[config.mk]
export PLATFORM = sky130hd
export DESIGN_NAME = mpeb_top
export DESIGN_NICKNAME = d
export VERILOG_FILES = /design/src/rtl/mpeb_pkg.sv /design/src/rtl/mpeb_top.sv
export VERILOG_INCLUDE_DIRS = /design/src /design/src/rtl
export SDC_FILE = /design/constraint.sdc
export NUM_CORES = 1
export LEC_CHECK = 0
export BUFFER_PORTS_ARGS = -buffer_cell sky130_fd_sc_hd__buf_2
export CORE_AREA = 5 5 146 148
export DETAILED_ROUTE_END_ITERATION = 10
export DIE_AREA = 0 0 151 153
export PLACE_DENSITY = 0.61
export SYNTH_ARGS = -nofsm -noshare
export SYNTH_HDL_FRONTEND = slang
export SYNTH_SLANG_ARGS = --single-unit
export TNS_END_PERCENT = 100
[constraint.sdc]
create_clock -name ref_clk -period 3.2 [get_ports ref_clk]
set_clock_uncertainty 0.1 [all_clocks]
set_input_delay 0.48 -clock ref_clk [delete_from_list [all_inputs] [get_ports ref_clk]]
set_output_delay 0.48 -clock ref_clk [all_outputs]
set_load 0.02 [all_outputs]
[src/rtl/mpeb_defines.svh]
// Timing counts, pin phases and reset values for the port and expansion bus block
`ifndef MPEB_DEFINES_SVH
`define MPEB_DEFINES_SVH
// Oscillator periods in one machine cycle
`define MPEB_MC_PERIODS 4'd12
// Oscillator periods between strobe pulses
`define MPEB_HALF_PERIODS 4'd6
// Last state code of the six-state machine cycle
`define MPEB_LAST_STATE 3'd5
// Reset pin hold: two machine cycles of oscillator periods
`define MPEB_RST_HOLD_CYC 5'd24
// First program address that is no longer in internal ROM
`define MPEB_INT_ROM_TOP 16'h2000
// Address-latch pulse length within each half, in periods
`define MPEB_ALE_LEN 3'd2
// Low address drive length on port 0 within each half
`define MPEB_ADDR_LEN 3'd3
// Position within a half where the fetch strobe starts
`define MPEB_PROGRAM_FETCH_STROBE_FIRST 3'd3
// Position within a half where the code byte is sampled
`define MPEB_CODE_SAMPLE 3'd5
// Data strobe window within the machine cycle
`define MPEB_XSTB_FIRST 4'd3
`define MPEB_XSTB_LAST 4'd10
// Last period of the cycle, where the next operation is chosen
`define MPEB_LAST_IDX 4'd11
// Port latch value after reset
`define MPEB_LATCH_RST 8'hFF
`endif

[src/rtl/mpeb_pkg.sv]
// Types shared by the port and expansion bus block
package mpeb_pkg;
  // Kind of bus activity in the current machine cycle
  typedef enum logic [2:0] {BUS_INT, BUS_FETCH, BUS_RD16, BUS_WR16, BUS_RD8, BUS_WR8} mpeb_op_e;
  // Output latches of the four ports
  typedef struct packed {
    logic [7:0] p0;
    logic [7:0] p1;
    logic [7:0] p2;
    logic [7:0] p3;
  } mpeb_latch_s;
  // Request from the core, sampled at the end of each machine cycle
  typedef struct packed {
    logic xacc;
    logic xwrite;
    logic wide;
    logic [15:0] xaddr;
    logic [7:0] wdata;
    logic [15:0] pc;
  } mpeb_req_s;
  // One port's pin drive: level, strong drive enable, weak pullup
  typedef struct packed {
    logic [7:0] out;
    logic [7:0] oe;
    logic [7:0] pu;
  } mpeb_pin_s;
  // Alternate-function inputs handed to the core
  typedef struct packed {
    logic rxd;
    logic ext_irq_zero;
    logic ext_irq_one;
    logic counter0_input;
    logic counter1_input;
    logic timer2_count_input;
    logic timer2_trigger_input;
  } mpeb_alt_in_s;
endpackage : mpeb_pkg

[src/rtl/mpeb_top.sv]
// Port pins and external expansion bus sequencer
//
// Summary of operation
// - Ports 1-3 pull high when latch holds one
// - P1.0 timer2 count, P1.1 timer2 trigger
// - Reset after pin high two machine cycles
// - Port 3 alternate functions in fixed order
// - Oscillator divided by two flip-flop
// - Port 2 drives high address, strong ones
// - Eight-bit data access keeps port 2 latch
// - Fetch strobe every six periods, external only
// - Address latch strobe, skipped in second half of data access
// - Select pin high: internal below 8192
// - Port 0 open drain, floats on one
// - Port 0 multiplexes address and data strongly
// - Memory latches on write, drives on read
// - Verification: address on port 1, code on 0
`include "mpeb_defines.svh"
`timescale 1ns/100ps
`default_nettype none
module mpeb_top (
  // Clock and reset
  input wire logic ref_clk,
  input wire logic rst_n,
  // Device pins
  input wire logic rst_pin,
  input wire logic external_fetch_select,
  input wire logic verify_mode,
  input wire logic [7:0] p0_in,
  input wire logic [7:0] p1_in,
  input wire logic [7:0] p2_in,
  input wire logic [7:0] p3_in,
  // Core side
  input wire mpeb_pkg::mpeb_latch_s port_latch,
  input wire mpeb_pkg::mpeb_req_s bus_req,
  input wire logic txd_out,
  input wire logic rxd_out,
  input wire logic [7:0] rom_data,
  // Pin drive
  output mpeb_pkg::mpeb_pin_s p0_pin_ff,
  output mpeb_pkg::mpeb_pin_s p1_pin_ff,
  output mpeb_pkg::mpeb_pin_s p2_pin_ff,
  output mpeb_pkg::mpeb_pin_s p3_pin_ff,
  output logic ale_ff,
  output logic program_fetch_strobe_n_ff,
  // Results to core
  output logic core_reset_ff,
  output logic [7:0] code_byte_ff,
  output logic code_valid_ff,
  output logic [7:0] xdata_ff,
  output logic xdata_valid_ff,
  output logic [7:0] verify_addr_ff,
  output mpeb_pkg::mpeb_alt_in_s alt_in_ff
);

  // ----------------------------------------
  // Helpers
  // ----------------------------------------
  // Period index within the machine cycle
  function automatic logic [3:0] mpeb_idx(input logic [2:0] st, input logic ph);
    return {st, ph};
  endfunction : mpeb_idx

  // Position within the current six-period half
  function automatic logic [2:0] mpeb_pos(input logic [3:0] ix);
    logic [3:0] p;
    p = (ix >= `MPEB_HALF_PERIODS) ? 4'(ix - `MPEB_HALF_PERIODS) : ix;
    return p[2:0];
  endfunction : mpeb_pos

  // ----------------------------------------
  // Cycle sequencer
  // ----------------------------------------
  logic phase_ff, nxt_phase;          // Divide-by-two flip-flop
  logic [2:0] state_ff, nxt_state;    // State within machine cycle
  mpeb_pkg::mpeb_op_e op_ff, nxt_op;  // Activity of this cycle
  mpeb_pkg::mpeb_req_s req_ff, nxt_req;
  logic [3:0] idx;
  logic [2:0] pos;
  logic second;

  // Advance the period counter and choose the next operation
  always_comb begin
    idx = mpeb_idx(state_ff, phase_ff);
    pos = mpeb_pos(idx);
    second = (idx >= `MPEB_HALF_PERIODS);
    nxt_phase = ~phase_ff;
    nxt_state = state_ff;
    nxt_op = op_ff;
    nxt_req = req_ff;
    if (phase_ff) begin
      nxt_state = (state_ff == `MPEB_LAST_STATE) ? 3'h0 : 3'(state_ff + 3'h1);
    end
    if (idx == `MPEB_LAST_IDX) begin
      nxt_req = bus_req;
      if (bus_req.xacc) begin
        // Data access takes priority over a fetch
        unique case ({bus_req.wide, bus_req.xwrite})
          2'b11: nxt_op = mpeb_pkg::BUS_WR16;
          2'b10: nxt_op = mpeb_pkg::BUS_RD16;
          2'b01: nxt_op = mpeb_pkg::BUS_WR8;
          2'b00: nxt_op = mpeb_pkg::BUS_RD8;
        endcase
      // Internal or external fetch, board keeps select low without ROM
      end else if (!external_fetch_select || (bus_req.pc >= `MPEB_INT_ROM_TOP)) begin
        nxt_op = mpeb_pkg::BUS_FETCH;
      end else begin
        nxt_op = mpeb_pkg::BUS_INT;
      end
    end
  end

  // Register sequencer state
  always_ff @(posedge ref_clk or negedge rst_n) begin
    if (!rst_n) begin
      phase_ff <= 1'b0;
      state_ff <= 3'h0;
      op_ff <= mpeb_pkg::BUS_INT;
      req_ff <= '0;
    end else begin
      phase_ff <= nxt_phase;
      state_ff <= nxt_state;
      op_ff <= nxt_op;
      req_ff <= nxt_req;
    end
  end

  // ----------------------------------------
  // Reset pin qualification
  // ----------------------------------------
  logic [4:0] rst_cnt_ff, nxt_rst_cnt;
  logic nxt_core_reset;

  always_comb begin
    nxt_rst_cnt = rst_pin ? rst_cnt_ff : 5'h00;
    nxt_core_reset = core_reset_ff & rst_pin;
    if (rst_pin && (rst_cnt_ff < `MPEB_RST_HOLD_CYC)) begin
      nxt_rst_cnt = 5'(rst_cnt_ff + 5'h01);
    end
    if (rst_pin && (rst_cnt_ff >= 5'(`MPEB_RST_HOLD_CYC - 5'h01))) begin
      nxt_core_reset = 1'b1;
    end
  end

  // Register reset state; core starts held in reset
  always_ff @(posedge ref_clk or negedge rst_n) begin
    if (!rst_n) begin
      rst_cnt_ff <= 5'h00;
      core_reset_ff <= 1'b1;
    end else begin
      rst_cnt_ff <= nxt_rst_cnt;
      core_reset_ff <= nxt_core_reset;
    end
  end

  // ----------------------------------------
  // Pin drive
  // ----------------------------------------
  mpeb_pkg::mpeb_pin_s nxt_p0, nxt_p1, nxt_p2, nxt_p3;
  logic nxt_ale, nxt_program_fetch_strobe_n;
  logic fetch_ext, data_acc, wide_acc, rd_acc, wr_acc, xstb;
  logic [15:0] fetch_addr;
  logic [7:0] p3_eff;

  // Decode pin levels for this period
  always_comb begin
    fetch_ext = (op_ff == mpeb_pkg::BUS_FETCH);
    rd_acc = (op_ff == mpeb_pkg::BUS_RD16) || (op_ff == mpeb_pkg::BUS_RD8);
    wr_acc = (op_ff == mpeb_pkg::BUS_WR16) || (op_ff == mpeb_pkg::BUS_WR8);
    data_acc = rd_acc || wr_acc;
    wide_acc = (op_ff == mpeb_pkg::BUS_RD16) || (op_ff == mpeb_pkg::BUS_WR16);
    xstb = data_acc && (idx >= `MPEB_XSTB_FIRST) && (idx <= `MPEB_XSTB_LAST);
    fetch_addr = second ? 16'(req_ff.pc + 16'h0001) : req_ff.pc;
    // Address latch strobe, skipped in second half of data access
    nxt_ale = (pos < `MPEB_ALE_LEN) && !(data_acc && second);
    // Fetch strobe only while fetching externally
    nxt_program_fetch_strobe_n = !(fetch_ext && (pos >= `MPEB_PROGRAM_FETCH_STROBE_FIRST));
    nxt_p1.out = port_latch.p1;
    nxt_p1.oe = ~port_latch.p1;
    nxt_p1.pu = port_latch.p1;
    // Port 3 alternate outputs; latch zero overrides them
    p3_eff = port_latch.p3 & {~(rd_acc && xstb), ~(wr_acc && xstb), 4'hF, txd_out, rxd_out};
    nxt_p3.out = p3_eff;
    nxt_p3.oe = ~p3_eff;
    nxt_p3.pu = p3_eff;
    // Port 2: address with strong drive or its own latch
    if (fetch_ext || wide_acc) begin
      nxt_p2.out = fetch_ext ? fetch_addr[15:8] : req_ff.xaddr[15:8];
      nxt_p2.oe = 8'hFF;
      nxt_p2.pu = 8'h00;
    end else begin
      nxt_p2.out = port_latch.p2;
      nxt_p2.oe = ~port_latch.p2;
      nxt_p2.pu = port_latch.p2;
    end
    nxt_p0.out = port_latch.p0;
    nxt_p0.oe = ~port_latch.p0;
    nxt_p0.pu = 8'h00;
    if (verify_mode) begin
      // Code byte out, external pullups give the ones
      nxt_p0.out = rom_data;
      nxt_p0.oe = ~rom_data;
    end else if (fetch_ext || data_acc) begin
      // Multiplexed address and data, strong drive
      nxt_p0.out = fetch_ext ? fetch_addr[7:0] : req_ff.xaddr[7:0];
      nxt_p0.oe = 8'h00;
      if ((pos < `MPEB_ADDR_LEN) && !(data_acc && second)) begin
        nxt_p0.oe = 8'hFF;
      end else if (wr_acc) begin
        // Write data held across the write strobe
        nxt_p0.out = req_ff.wdata;
        nxt_p0.oe = 8'hFF;
      end
    end
  end

  // Register all pin drive
  always_ff @(posedge ref_clk or negedge rst_n) begin
    if (!rst_n) begin
      p0_pin_ff <= {`MPEB_LATCH_RST, 8'h00, 8'h00};
      p1_pin_ff <= {`MPEB_LATCH_RST, 8'h00, `MPEB_LATCH_RST};
      p2_pin_ff <= {`MPEB_LATCH_RST, 8'h00, `MPEB_LATCH_RST};
      p3_pin_ff <= {`MPEB_LATCH_RST, 8'h00, `MPEB_LATCH_RST};
      ale_ff <= 1'b0;
      program_fetch_strobe_n_ff <= 1'b1;
    end else begin
      p0_pin_ff <= nxt_p0;
      p1_pin_ff <= nxt_p1;
      p2_pin_ff <= nxt_p2;
      p3_pin_ff <= nxt_p3;
      ale_ff <= nxt_ale;
      program_fetch_strobe_n_ff <= nxt_program_fetch_strobe_n;
    end
  end

  // ----------------------------------------
  // Input capture
  // ----------------------------------------
  logic [7:0] nxt_code, nxt_xdata, nxt_vaddr;
  logic nxt_code_valid, nxt_xdata_valid;
  mpeb_pkg::mpeb_alt_in_s nxt_alt;

  // Sample bus data and alternate inputs
  always_comb begin
    nxt_code_valid = fetch_ext && (pos == `MPEB_CODE_SAMPLE);
    nxt_code = nxt_code_valid ? p0_in : code_byte_ff;
    // Read data taken at end of read strobe
    nxt_xdata_valid = rd_acc && (idx == `MPEB_XSTB_LAST);
    nxt_xdata = nxt_xdata_valid ? p0_in : xdata_ff;
    nxt_vaddr = p1_in;
    nxt_alt.rxd = p3_in[0];
    nxt_alt.ext_irq_zero = p3_in[2];
    nxt_alt.ext_irq_one = p3_in[3];
    nxt_alt.counter0_input = p3_in[4];
    nxt_alt.counter1_input = p3_in[5];
    nxt_alt.timer2_count_input = p1_in[0];
    nxt_alt.timer2_trigger_input = p1_in[1];
  end

  // Register captured values
  always_ff @(posedge ref_clk or negedge rst_n) begin
    if (!rst_n) begin
      code_byte_ff <= 8'h00;
      code_valid_ff <= 1'b0;
      xdata_ff <= 8'h00;
      xdata_valid_ff <= 1'b0;
      verify_addr_ff <= 8'h00;
      alt_in_ff <= '1;
    end else begin
      code_byte_ff <= nxt_code;
      code_valid_ff <= nxt_code_valid;
      xdata_ff <= nxt_xdata;
      xdata_valid_ff <= nxt_xdata_valid;
      verify_addr_ff <= nxt_vaddr;
      alt_in_ff <= nxt_alt;
    end
  end
endmodule : mpeb_top
`default_nettype wire

==> reports/metrics.yaml, run 1 <==
outcome: "complete, no violations"
cpMaxStageDelayCell: "dfrtp_1"
clkTransAtPathRegs_ns: 0.07
antenna_left: 0
swShare_pct: 26.9
avgViaCountPerCell: 4.54
ctsHoldBuffers: 0
sequentialPowerShare_pct: 46.6
clock_path_buffers: 2
grt_setup_unrepaired: "false"
start_util_pct: 33.4
grt_antenna_before_repair: 0
tritoncts: "built"
reg2reg_slack_ns: 0.94
combPwrFrac_pct: 12.8
power_density_nw_per_um2: 565
max-cap-violations: 0
top_usage_layer: "met2"
peakVddDrop_uv: 351
setup-violations-final: 0
die_y_um: 153
grt_max_degree: 84
min_period_ns: 2.26
synthToLayoutAreaGrowth_pct: 28.8
holdWs_ns: 0.00337
synth_area_leader_cell: "dfrtp_1"
critPathCaptureType: "flip-flop"
final_nets: 884
switching_power_uw: 1300
path_cells: "inv_1 > or3_2 > buf_4 > mux2_1"
timing.fmax_mhz: 442
drive_gt1_share_pct: 49.4
dieArea_um2: 23100
grt_usage_pct: 14.3
insertion_delay_ns: 0.42
cp.required_ns: 3.40
worst_ep_arrival_time_ns: 2.46
intPower_uw: 3540
place.gp.congestion: 0.775
hp-class: "input port to asynchronous set/reset pin"
grt_overflow_total: 0
yosysTopAreaCellShare_pct: 41.7
post_cts_buffers: 0
p_total_uw: 4840
grt_first_pass_wirelength_um: 25600
drv_slew: 0
syn_avg_cell_area_um2: 12.6
drtIter0Drc: 185
io_buffers: 234
die_w_um: 151
dr.pass1.iters: 5
reg2reg_to: "req_ff[29]"
pin_count: 254
drc_errors: 0
tightest_slew_ns: 0.803
period_share_pct: 70.7
crit_fanout: 25
hpwl_um: 12300
slew_headroom_pct: 46.4
met1_usage_pct: 17.9
placementRows: 52
synth_cells: 528
coreArea_um2: 19900
yosysWarnings: 0
synth_ff_type: "dfrtp_1"
avgRoutedWirePerCell_um: 15.7
cts_max_level: 4
synth_cell_types: 60
r2r_start: "state_ff[2]"
cts_root_buf: "clkbuf_16"
cts_resized: 0
dpl.cell_count: 1009
cts-buffers-inserted: 17
grt_use_met2_pct: 23.5
cp-start-kind: "flip-flop"
grt_use_met3_pct: 4.23
slowest_delay_ns: 0.64
grt_pass1_vias: 4788
synth.most_common_cell: "dfrtp_1"
tns_ns: 0
synth-edff-count: 0
antenna_cells: 0
cts_sinks: 160
finalHoldViolations: 0
p_leak_uw: 0.00424
stdcell_count: 1041
wl_um: 16400
synthArstFlopShare_pct: 100
via_count: 4731
seq_area_frac_synth_pct: 61.1
reg2regPathDepth: 4
crit_type: "flip-flop to flip-flop"
synthTopCellsByCount: "dfrtp_1 (111), nand2_1 (61), dfstp_2 (49)"
synth.top_cells.by_area: "dfrtp_1 (42%), dfstp_2 (19%), mux2_4 (7.7%), nand2_1 (3.4%), buf_4 (2.7%)"
ys_seq_elements: 160
syn_area_um2: 6660
clkPwrFrac_pct: 40.5
==> per-layer routing <==
layer,vias up,wire [µm]
li1,2241,-
met1,2291,6910
met2,184,7910
met3,15,1310
met4,0,219
met5,-,0
==> worst max path at each step <==
stage                startpoint              end  slack, ns  cells after the start
finish              state_ff[2]       req_ff[29]       0.94                      4
global route           op_ff[1]  code_byte_ff[5]       0.77                      4
CTS                    op_ff[1]  code_byte_ff[7]       0.88                      4
detailed placement     op_ff[1]  code_byte_ff[0]       0.90                      4
global placement       op_ff[1]  code_byte_ff[5]       0.92                      4
floorplan           state_ff[0]    p0_pin_ff[18]       1.29                      6
==> state kept, by name, summed over array words and instances (netlist names) <==
signal and flops:
code_valid_ff 1, op_ff 3, req_ff 40, core_reset_ff 1
alt_in_ff 7, p2_pin_ff 24, program_fetch_strobe_n_ff 1, p1_pin_ff 16
code_byte_ff 8, xdata_ff 8, ale_ff 1, phase_ff 1
rst_cnt_ff 5, verify_addr_ff 8, xdata_valid_ff 1, p3_pin_ff 16
p0_pin_ff 16, state_ff 3
==> metrics by stage <==
| step | utilization (%) | setup WS [ns] | instance area (µm²) |
|---|---|---|---|
| 2_1_floorplan | - | 1.29 | 6680 |
| 3_3_place_gp | 40.2 | 0.921 | 8000 |
| 3_5_place_dp | 40.2 | 0.902 | 8000 |
| 4_1_cts | 43.1 | 0.884 | 8570 |
| 5_1_grt | 43.1 | 0.766 | 8570 |
| 6_report | 43.1 | 0.939 | 8570 |
==> cell type report <==
cell class,instances,area [µm²]
multi-input combinational,295,2170
clock buffer,19,443
clock inverter,13,129
fill,1893,11300
inverter,39,146
tap,270,338
sequential,160,4070
timing repair buffer,245,1280
==> logic make-up after synthesis <==
logic type / share of synthesized area (%)
flops: 61.1
simple gates: 8.93
compound gates: 9.64
buf+inv: 6.84
mux: 10.3
xor+xnor: 2.35
fa+ha+maj: 0.752
other cells: 0.0563
==> worst max-delay path: cells and delay by family, from the launching register on <==
kind / cells / cell delay (ns)
buffers and inverters: 2 / 0.50
flip-flops: 1 / 0.64
multiplexers: 1 / 0.36
AND/OR/NAND/NOR: 1 / 0.53
==> power groups by stage <==
stage / clock network, µW / registers [µW] / logic (µW)
2_1_floorplan: 0 / 2430 / 221
3_3_place_gp: 0 / 2290 / 627
3_5_place_dp: 0 / 2300 / 632
4_1_cts: 2040 / 2260 / 634
5_1_grt: 2140 / 2280 / 682
6_report: 1960 / 2260 / 620
==> cells in the final DEF, fill, tap and decap left out, types with 10 or more instances in the layout <==
| master | instances |
|---|---|
| a21oi_1 | 14 |
| buf_2 | 233 |
| clkbuf_16 | 17 |
| dfrtp_1 | 111 |
| dfstp_2 | 49 |
| inv_1 | 36 |
| mux2_4 | 34 |
| nand2_1 | 61 |
| nand3_1 | 10 |
| nor2_1 | 19 |
| o21ai_0 | 11 |
Power figures use the tool's default switching activity.
==> run 2, diff against run 1 <==
==> constraint.sdc (replaced) <==
create_clock -name ref_clk -period 2.1 [get_ports ref_clk]
set_clock_uncertainty 0.1 [all_clocks]
set_input_delay 0.315 -clock ref_clk [delete_from_list [all_inputs] [get_ports ref_clk]]
set_output_delay 0.315 -clock ref_clk [all_outputs]
set_load 0.02 [all_outputs]
==> run 2 against run 1 <==
Compared with the run above:
- via count increased by 4.6%
- non-clock buffer count increased by 65
- sequential share of layout area fell by 3.5 points
- core utilization rose by 3.4 points
- largest cell class unchanged
- highest routed layer unchanged
==> reports/metrics.yaml, run 2 (synthesis results as in run 1) <==
outcome: "complete, no violations"
p_total_uw: 7620  # +57%
cp-start-kind: "flip-flop"
grt_overflow_total: 0  # unchanged
critPathCaptureType: "flip-flop"
worst_ep_arrival_time_ns: 2.20  # -0.26 ns
slew_headroom_pct: 63.8  # +17 points
drtIter0Drc: 149  # -19%
layout_commonest_cell: "buf_2"
peakVddDrop_uv: 486  # +39%
avgRoutedWirePerCell_um: 15.8  # +0.42%
most-common-layout-cells: "buf_2 (233), dfrtp_1 (110), nand2_1 (61), dlygate4sd3_1 (50), dfstp_2 (49)"
reg_top3: "req_ff x40, p2_pin_ff x24"
combPwrFrac_pct: 13.6  # +0.8 points
cts-buffers-inserted: 17  # unchanged
hold_depth: 3
reg2regPathDepth: 6  # +2
dr.pass1.iters: 4  # -1
clock_path_buffers: 2  # unchanged
crit_type: "flip-flop to flip-flop"
pin_count: 254  # unchanged
io_buffers: 234  # unchanged
drv_slew: 0  # unchanged
insertion_delay_ns: 0.41  # about the same
slowest_delay_ns: 0.44  # -0.20 ns
timing.fmax_mhz: 509  # +15%
grt_antenna_before_repair: 1  # +1
multi_input_area_um2: 2200  # +1.3%
setup-violations-final: 0  # unchanged
switching_power_uw: 2000  # +53%
hpwl_um: 12700  # +2.9%
die_y_um: 153  # unchanged
nFillCells: 1858  # -1.8%
grt_setup_unrepaired: "false"
tightest_slew_ns: 0.543  # -0.260 ns
min_period_ns: 1.96  # -0.296 ns
final_design_area_no_fill_um2: 9250  # +7.9%
drc_errors: 0  # unchanged
path_cells: "ha_1 > and2b_4 > o31ai_1 > xor2_1 > a2111o_1 > o211ai_1"
hp-class: "input port to flip-flop"
cts_sinks: 160  # unchanged
grt_first_pass_wirelength_um: 27300  # +6.4%
cpMaxStageDelayCell: "dfrtp_2"
cts_max_level: 4  # unchanged
top_register: "req_ff"
p_leak_uw: 0.00456  # +7.5%
final_nets: 949  # +7.4%
dieArea_um2: 23100  # unchanged
cts_root_buf: "clkbuf_16"
place.gp.congestion: 0.808  # +4.3%
die_w_um: 151  # unchanged
clkTransAtPathRegs_ns: 0.07  # about the same
drive_gt1_share_pct: 47.7  # -1.7 points
synthToLayoutAreaGrowth_pct: 39.0
grt_pass1_vias: 5173  # +8.0%
swShare_pct: 26.3  # -0.68 points
postPlaceCellArea_um2: 8110  # +1.4%
cp.required_ns: 2.34  # -1.06 ns
start_util_pct: 33.4  # unchanged
tns_ns: 0  # unchanged
placementRows: 52  # unchanged
antenna_cells: 0  # unchanged
finalHoldViolations: 0  # unchanged
wl_um: 17500  # +6.7%
period_share_pct: 93.6  # +23 points
via_count: 4949  # +4.6%
antenna_left: 0  # unchanged
clkPwrFrac_pct: 41.2  # +0.7 points
grt_max_degree: 55  # -35%
coreArea_um2: 19900  # unchanged
max-cap-violations: 0  # unchanged
grt_usage_pct: 15.2  # +0.89 points
regArea_um2: 4070  # about the same
crit_fanout: 6  # -76%
power_density_nw_per_um2: 824  # +46%
tritoncts: "built"
intPower_uw: 5620  # +59%
largest_reg_flops: 40  # unchanged
avgViaCountPerCell: 4.47  # -1.5%
sequentialPowerShare_pct: 45.2  # -1.4 points
==> run 2: changes by cell type in the layout (fill, tap and decap cells not counted), sizes merged <==
cell and change:
bufinv +1, clkinv -3, clkbuf +1, dlygate4sd3 +50
buf +15, inv +1
==> run 2: cell type report <==
| cell class | count | share of cell area, % |
|---|---|---|
| Multi-Input combinational cell | 295 | 23.7 |
| Clock buffer | 20 | 4.94 |
| Timing Repair Buffer | 310 | 20.5 |
| Tap cell | 270 | 3.65 |
| Clock inverter | 12 | 1.60 |
| Inverter | 39 | 1.58 |
| Sequential cell | 160 | 44.0 |
==> run 2: through the flow <==
| step | util [%] | hold slack (ns) | cells | setup WS [ns] |
|---|---|---|---|---|
| final | 46.5 | 0.0185 | 1106 | 0.135 |
| after CTS | 46.3 | 0.000353 | 1106 | 0.0678 |
| after global placement | 40.8 | 0.216 | 1024 | 0.0908 |
| after floorplan | - | -0.0806 | 535 | 0.191 |
| after global routing | 46.5 | 0.00462 | 1106 | 0.0162 |
| after detailed placement | 40.8 | 0.219 | 1024 | 0.0728 |
==> run 2: power by group through the flow <==
| stage | logic (µW) | registers (µW) | clock network, µW |
|---|---|---|---|
| after floorplan | 337 | 3700 | 0 |
| after global placement | 967 | 3500 | 0 |
| after detailed placement | 979 | 3500 | 0 |
| after CTS | 1050 | 3450 | 3240 |
| after global routing | 1140 | 3470 | 3380 |
| final | 1040 | 3450 | 3140 |
==> run 2: critical path: cells and delay by family (launching register included) <==
family                   cells  cell delay, ns
XOR/XNOR                     1            0.13
adder cells (fa/ha/maj)      1            0.21
AND/OR/NAND/NOR              1            0.20
AO/OA/AOI/OAI                3            0.81
flip-flops                   1            0.44
==> run 2: routing by layer <==
layer  GRT usage, %  routed length, µm  vias up
met5              0                  0        -
met4           5.66                294        0
met3           3.49               1170       21
met2           25.6               8610      194
met1           18.8               7380     2361
li1               -                  -     2373
==> run 2: repair_timing <==
| action | CTS | global route |
|---|---|---|
| resized for setup | 0 | 6 |
| setup buffers | 0 | 0 |
| endpoints found under the setup margin | 0 | 11 |
| endpoints found under the hold margin | 100 | 0 |
| hold buffers | 50 | 0 |
==> run 2: final timing paths <==
check	start	endpoint	slack [ns]
worst max-delay path	state_ff[1]	p0_pin_ff[18]	0.14
worst min-delay path	p0_in[2]	xdata_ff[2]	0.02
worst max register to register	state_ff[1]	p0_pin_ff[18]	0.14
worst min register to register	xdata_ff[5]	xdata_ff[5]	0.38
max in group asynchronous	rst_n	p1_pin_ff[0]	0.87
min in group asynchronous	rst_n	p1_pin_ff[14]	0.31
==> run 3, diff against run 2 <==
==> constraint.sdc (replaced) <==
create_clock -name ref_clk -period 2.1 [get_ports ref_clk]
set_clock_uncertainty 0.1 [all_clocks]
set_input_delay 0.42 -clock ref_clk [delete_from_list [all_inputs] [get_ports ref_clk]]
set_output_delay 0.42 -clock ref_clk [all_outputs]
set_load 0.02 [all_outputs]
==> run 3 against run 2 <==
Compared with the run above:
- count of clock-buffer cells in the layout down 2
- critical path depth unchanged
- non-clock buffer count down 26
- worst hold slack improved by 0.064 ns
- global-route usage is 0.58 points lower
- via count fell by 2.6%
- final cell count fell by 2.4%
- critical path type unchanged
- largest power group unchanged
- highest routed layer unchanged
==> reports/metrics.yaml, run 3 (synthesis results as in run 1) <==
reg_top3: "req_ff x40, p2_pin_ff x24"
dieArea_um2: 23100  # unchanged
coreArea_um2: 19900  # unchanged
min_period_ns: 1.97  # +0.00150 ns
io_buffers: 234  # unchanged
cp.required_ns: 2.35  # about the same
cts_sinks: 160  # unchanged
peakVddDrop_uv: 506  # +4.1%
p_leak_uw: 0.00444  # -2.6%
avgRoutedWirePerCell_um: 15.7  # -0.61%
avgViaCountPerCell: 4.46  # -0.28%
period_share_pct: 93.6  # about the same
antenna_left: 0  # unchanged
grt_pass1_vias: 4906  # -5.2%
cts-buffers-inserted: 17  # unchanged
hp-class: "input port to flip-flop"
dr.max_layer_used: "met4"
reg2reg_to: "p0_pin_ff[17]"
top_register: "req_ff"
hpwl_um: 12600  # -0.80%
insertion_delay_ns: 0.42  # about the same
outcome: "complete, no violations"
r2r_start: "state_ff[0]"
crit_type: "flip-flop to flip-flop"
grt_overflow_total: 0  # unchanged
grt_usage_pct: 14.6  # -0.58 points
cp-start-kind: "flip-flop"
wl_met3_um: 1330  # +14%
largest_reg_flops: 40  # unchanged
drv_slew: 0  # unchanged
critPathCaptureType: "flip-flop"
nFillCells: 1852  # -0.32%
place.gp.congestion: 0.814  # +0.72%
reg2regPathDepth: 6  # unchanged
hp-start: "txd_out"
wl_um: 16900  # -3.0%
wl_met1_um: 7080  # -4.0%
die_w_um: 151  # unchanged
min_to: "p3_pin_ff[9]"
grt_setup_unrepaired: "false"
dr.pass1.iters: 4  # unchanged
final_nets: 923  # -2.7%
placementRows: 52  # unchanged
max-cap-violations: 0  # unchanged
layout_commonest_cell: "buf_2"
worst_ep_arrival_time_ns: 2.21  # about the same
most-common-layout-cells: "buf_2 (233), dfrtp_1 (110), nand2_1 (61), dfstp_2 (49), inv_1 (36)"
grt_first_pass_wirelength_um: 26200  # -4.1%
drc_errors: 0  # unchanged
tns_ns: 0  # unchanged
crit_fanout: 6  # unchanged
reg2reg_slack_ns: 0.13  # about the same
drive_gt1_share_pct: 49.0  # +1.3 points
post_cts_buffers: 0  # unchanged
dp_worst_setup_slack_ns: 0.118  # +0.0451 ns
grt_max_degree: 44  # -20%
antenna_cells: 0  # unchanged
setup_slack_ns: 0.134  # -0.00150 ns
hold_depth: 2  # -1
clock_path_buffers: 2  # unchanged
route.met2.wl_um: 8210  # -4.7%
start_util_pct: 33.4  # unchanged
finalHoldViolations: 0  # unchanged
timing.fmax_mhz: 509  # about the same
clkTransAtPathRegs_ns: 0.07  # about the same
via_count: 4819  # -2.6%
power_density_nw_per_um2: 846  # +2.6%
drtIter0Drc: 183  # +23%
grt_antenna_before_repair: 0  # -1
cts_root_buf: "clkbuf_16"
tritoncts: "built"
synthToLayoutAreaGrowth_pct: 35.2
cts_max_level: 4  # unchanged
die_y_um: 153  # unchanged
pin_count: 254  # unchanged
setup-violations-final: 0  # unchanged
-- run 3: changes by cell type in the layout (fill, tap and decap cells not counted), sizes merged --
| cell | before | now |
|---|---|---|
| clkinvlp | 4 | 2 |
| clkinv | 0 | 5 |
| clkbuf | 20 | 18 |
| buf | 260 | 258 |
| inv | 45 | 44 |
| dlygate4sd3 | 50 | 26 |
-- run 3: power by group --
part	switching, µW	total [µW]	internal (µW)
clock	1360	3160	1800
sequential	105	3440	3340
combinational	593	1000	410
total	2060	7610	5550
-- run 3: worst max-delay path: stages, from the launching register on --
cell and delay (ns):
dfrtp_1 0.38, ha_1 0.26, and2b_4 0.22, nor3_2 0.30, mux2i_1 0.15, a211o_1 0.33, a31oi_1 0.16
-- run 3: cell type report --
cell class | count | area [µm²] | share of cell area (%)
inverters | 39 | 146 | 1.63
clock buffers | 18 | 429 | 4.77
well taps | 270 | 338 | 3.75
flip-flops and latches | 160 | 4070 | 45.2
multi-input cells | 295 | 2170 | 24.2
clock inverters | 14 | 178 | 1.97
repair buffers | 284 | 1670 | 18.5
-- run 3: layer usage --
metal	vias up	GRT usage (%)
li1	2314	-
met1	2307	17.9
met2	180	24.5
met3	18	3.85
met4	0	5.31
met5	-	0
-- run 3: worst max-delay path by stage --
| stage | start | to | cells after the start |
|---|---|---|---|
| finish | state_ff[0] | p0_pin_ff[17] | 6 |
| global route | state_ff[0] | p2_pin_ff[22] | 6 |
| CTS | phase_ff | req_ff[31] | 4 |
| detailed placement | phase_ff | req_ff[31] | 4 |
| global placement | phase_ff | req_ff[35] | 4 |
| floorplan | state_ff[0] | p0_pin_ff[18] | 6 |
-- run 3: per-stage QoR --
| step | utilization, % | power [µW] | std cells | area, µm² | hold slack (ns) |
|---|---|---|---|---|---|
| finish | 45.2 | 7610 | 1080 | 9000 | 0.0822 |
| global route | 45.2 | 7980 | 1080 | 9000 | 0.0655 |
| CTS | 45.2 | 7740 | 1080 | 8990 | 0.0548 |
| detailed placement | 40.8 | 4480 | 1022 | 8120 | 0.280 |
| global placement | 40.8 | 4470 | 1022 | 8120 | 0.281 |
| floorplan | - | 4030 | 535 | 6680 | 0.0244 |
-- run 3: repair_timing --
| item | CTS | global route |
|---|---|---|
| endpoints found under the setup margin | 0 | 5 |
| hold buffers | 26 | 0 |
| hold endpoints to repair | 54 | 0 |
| resized for setup | 0 | 3 |
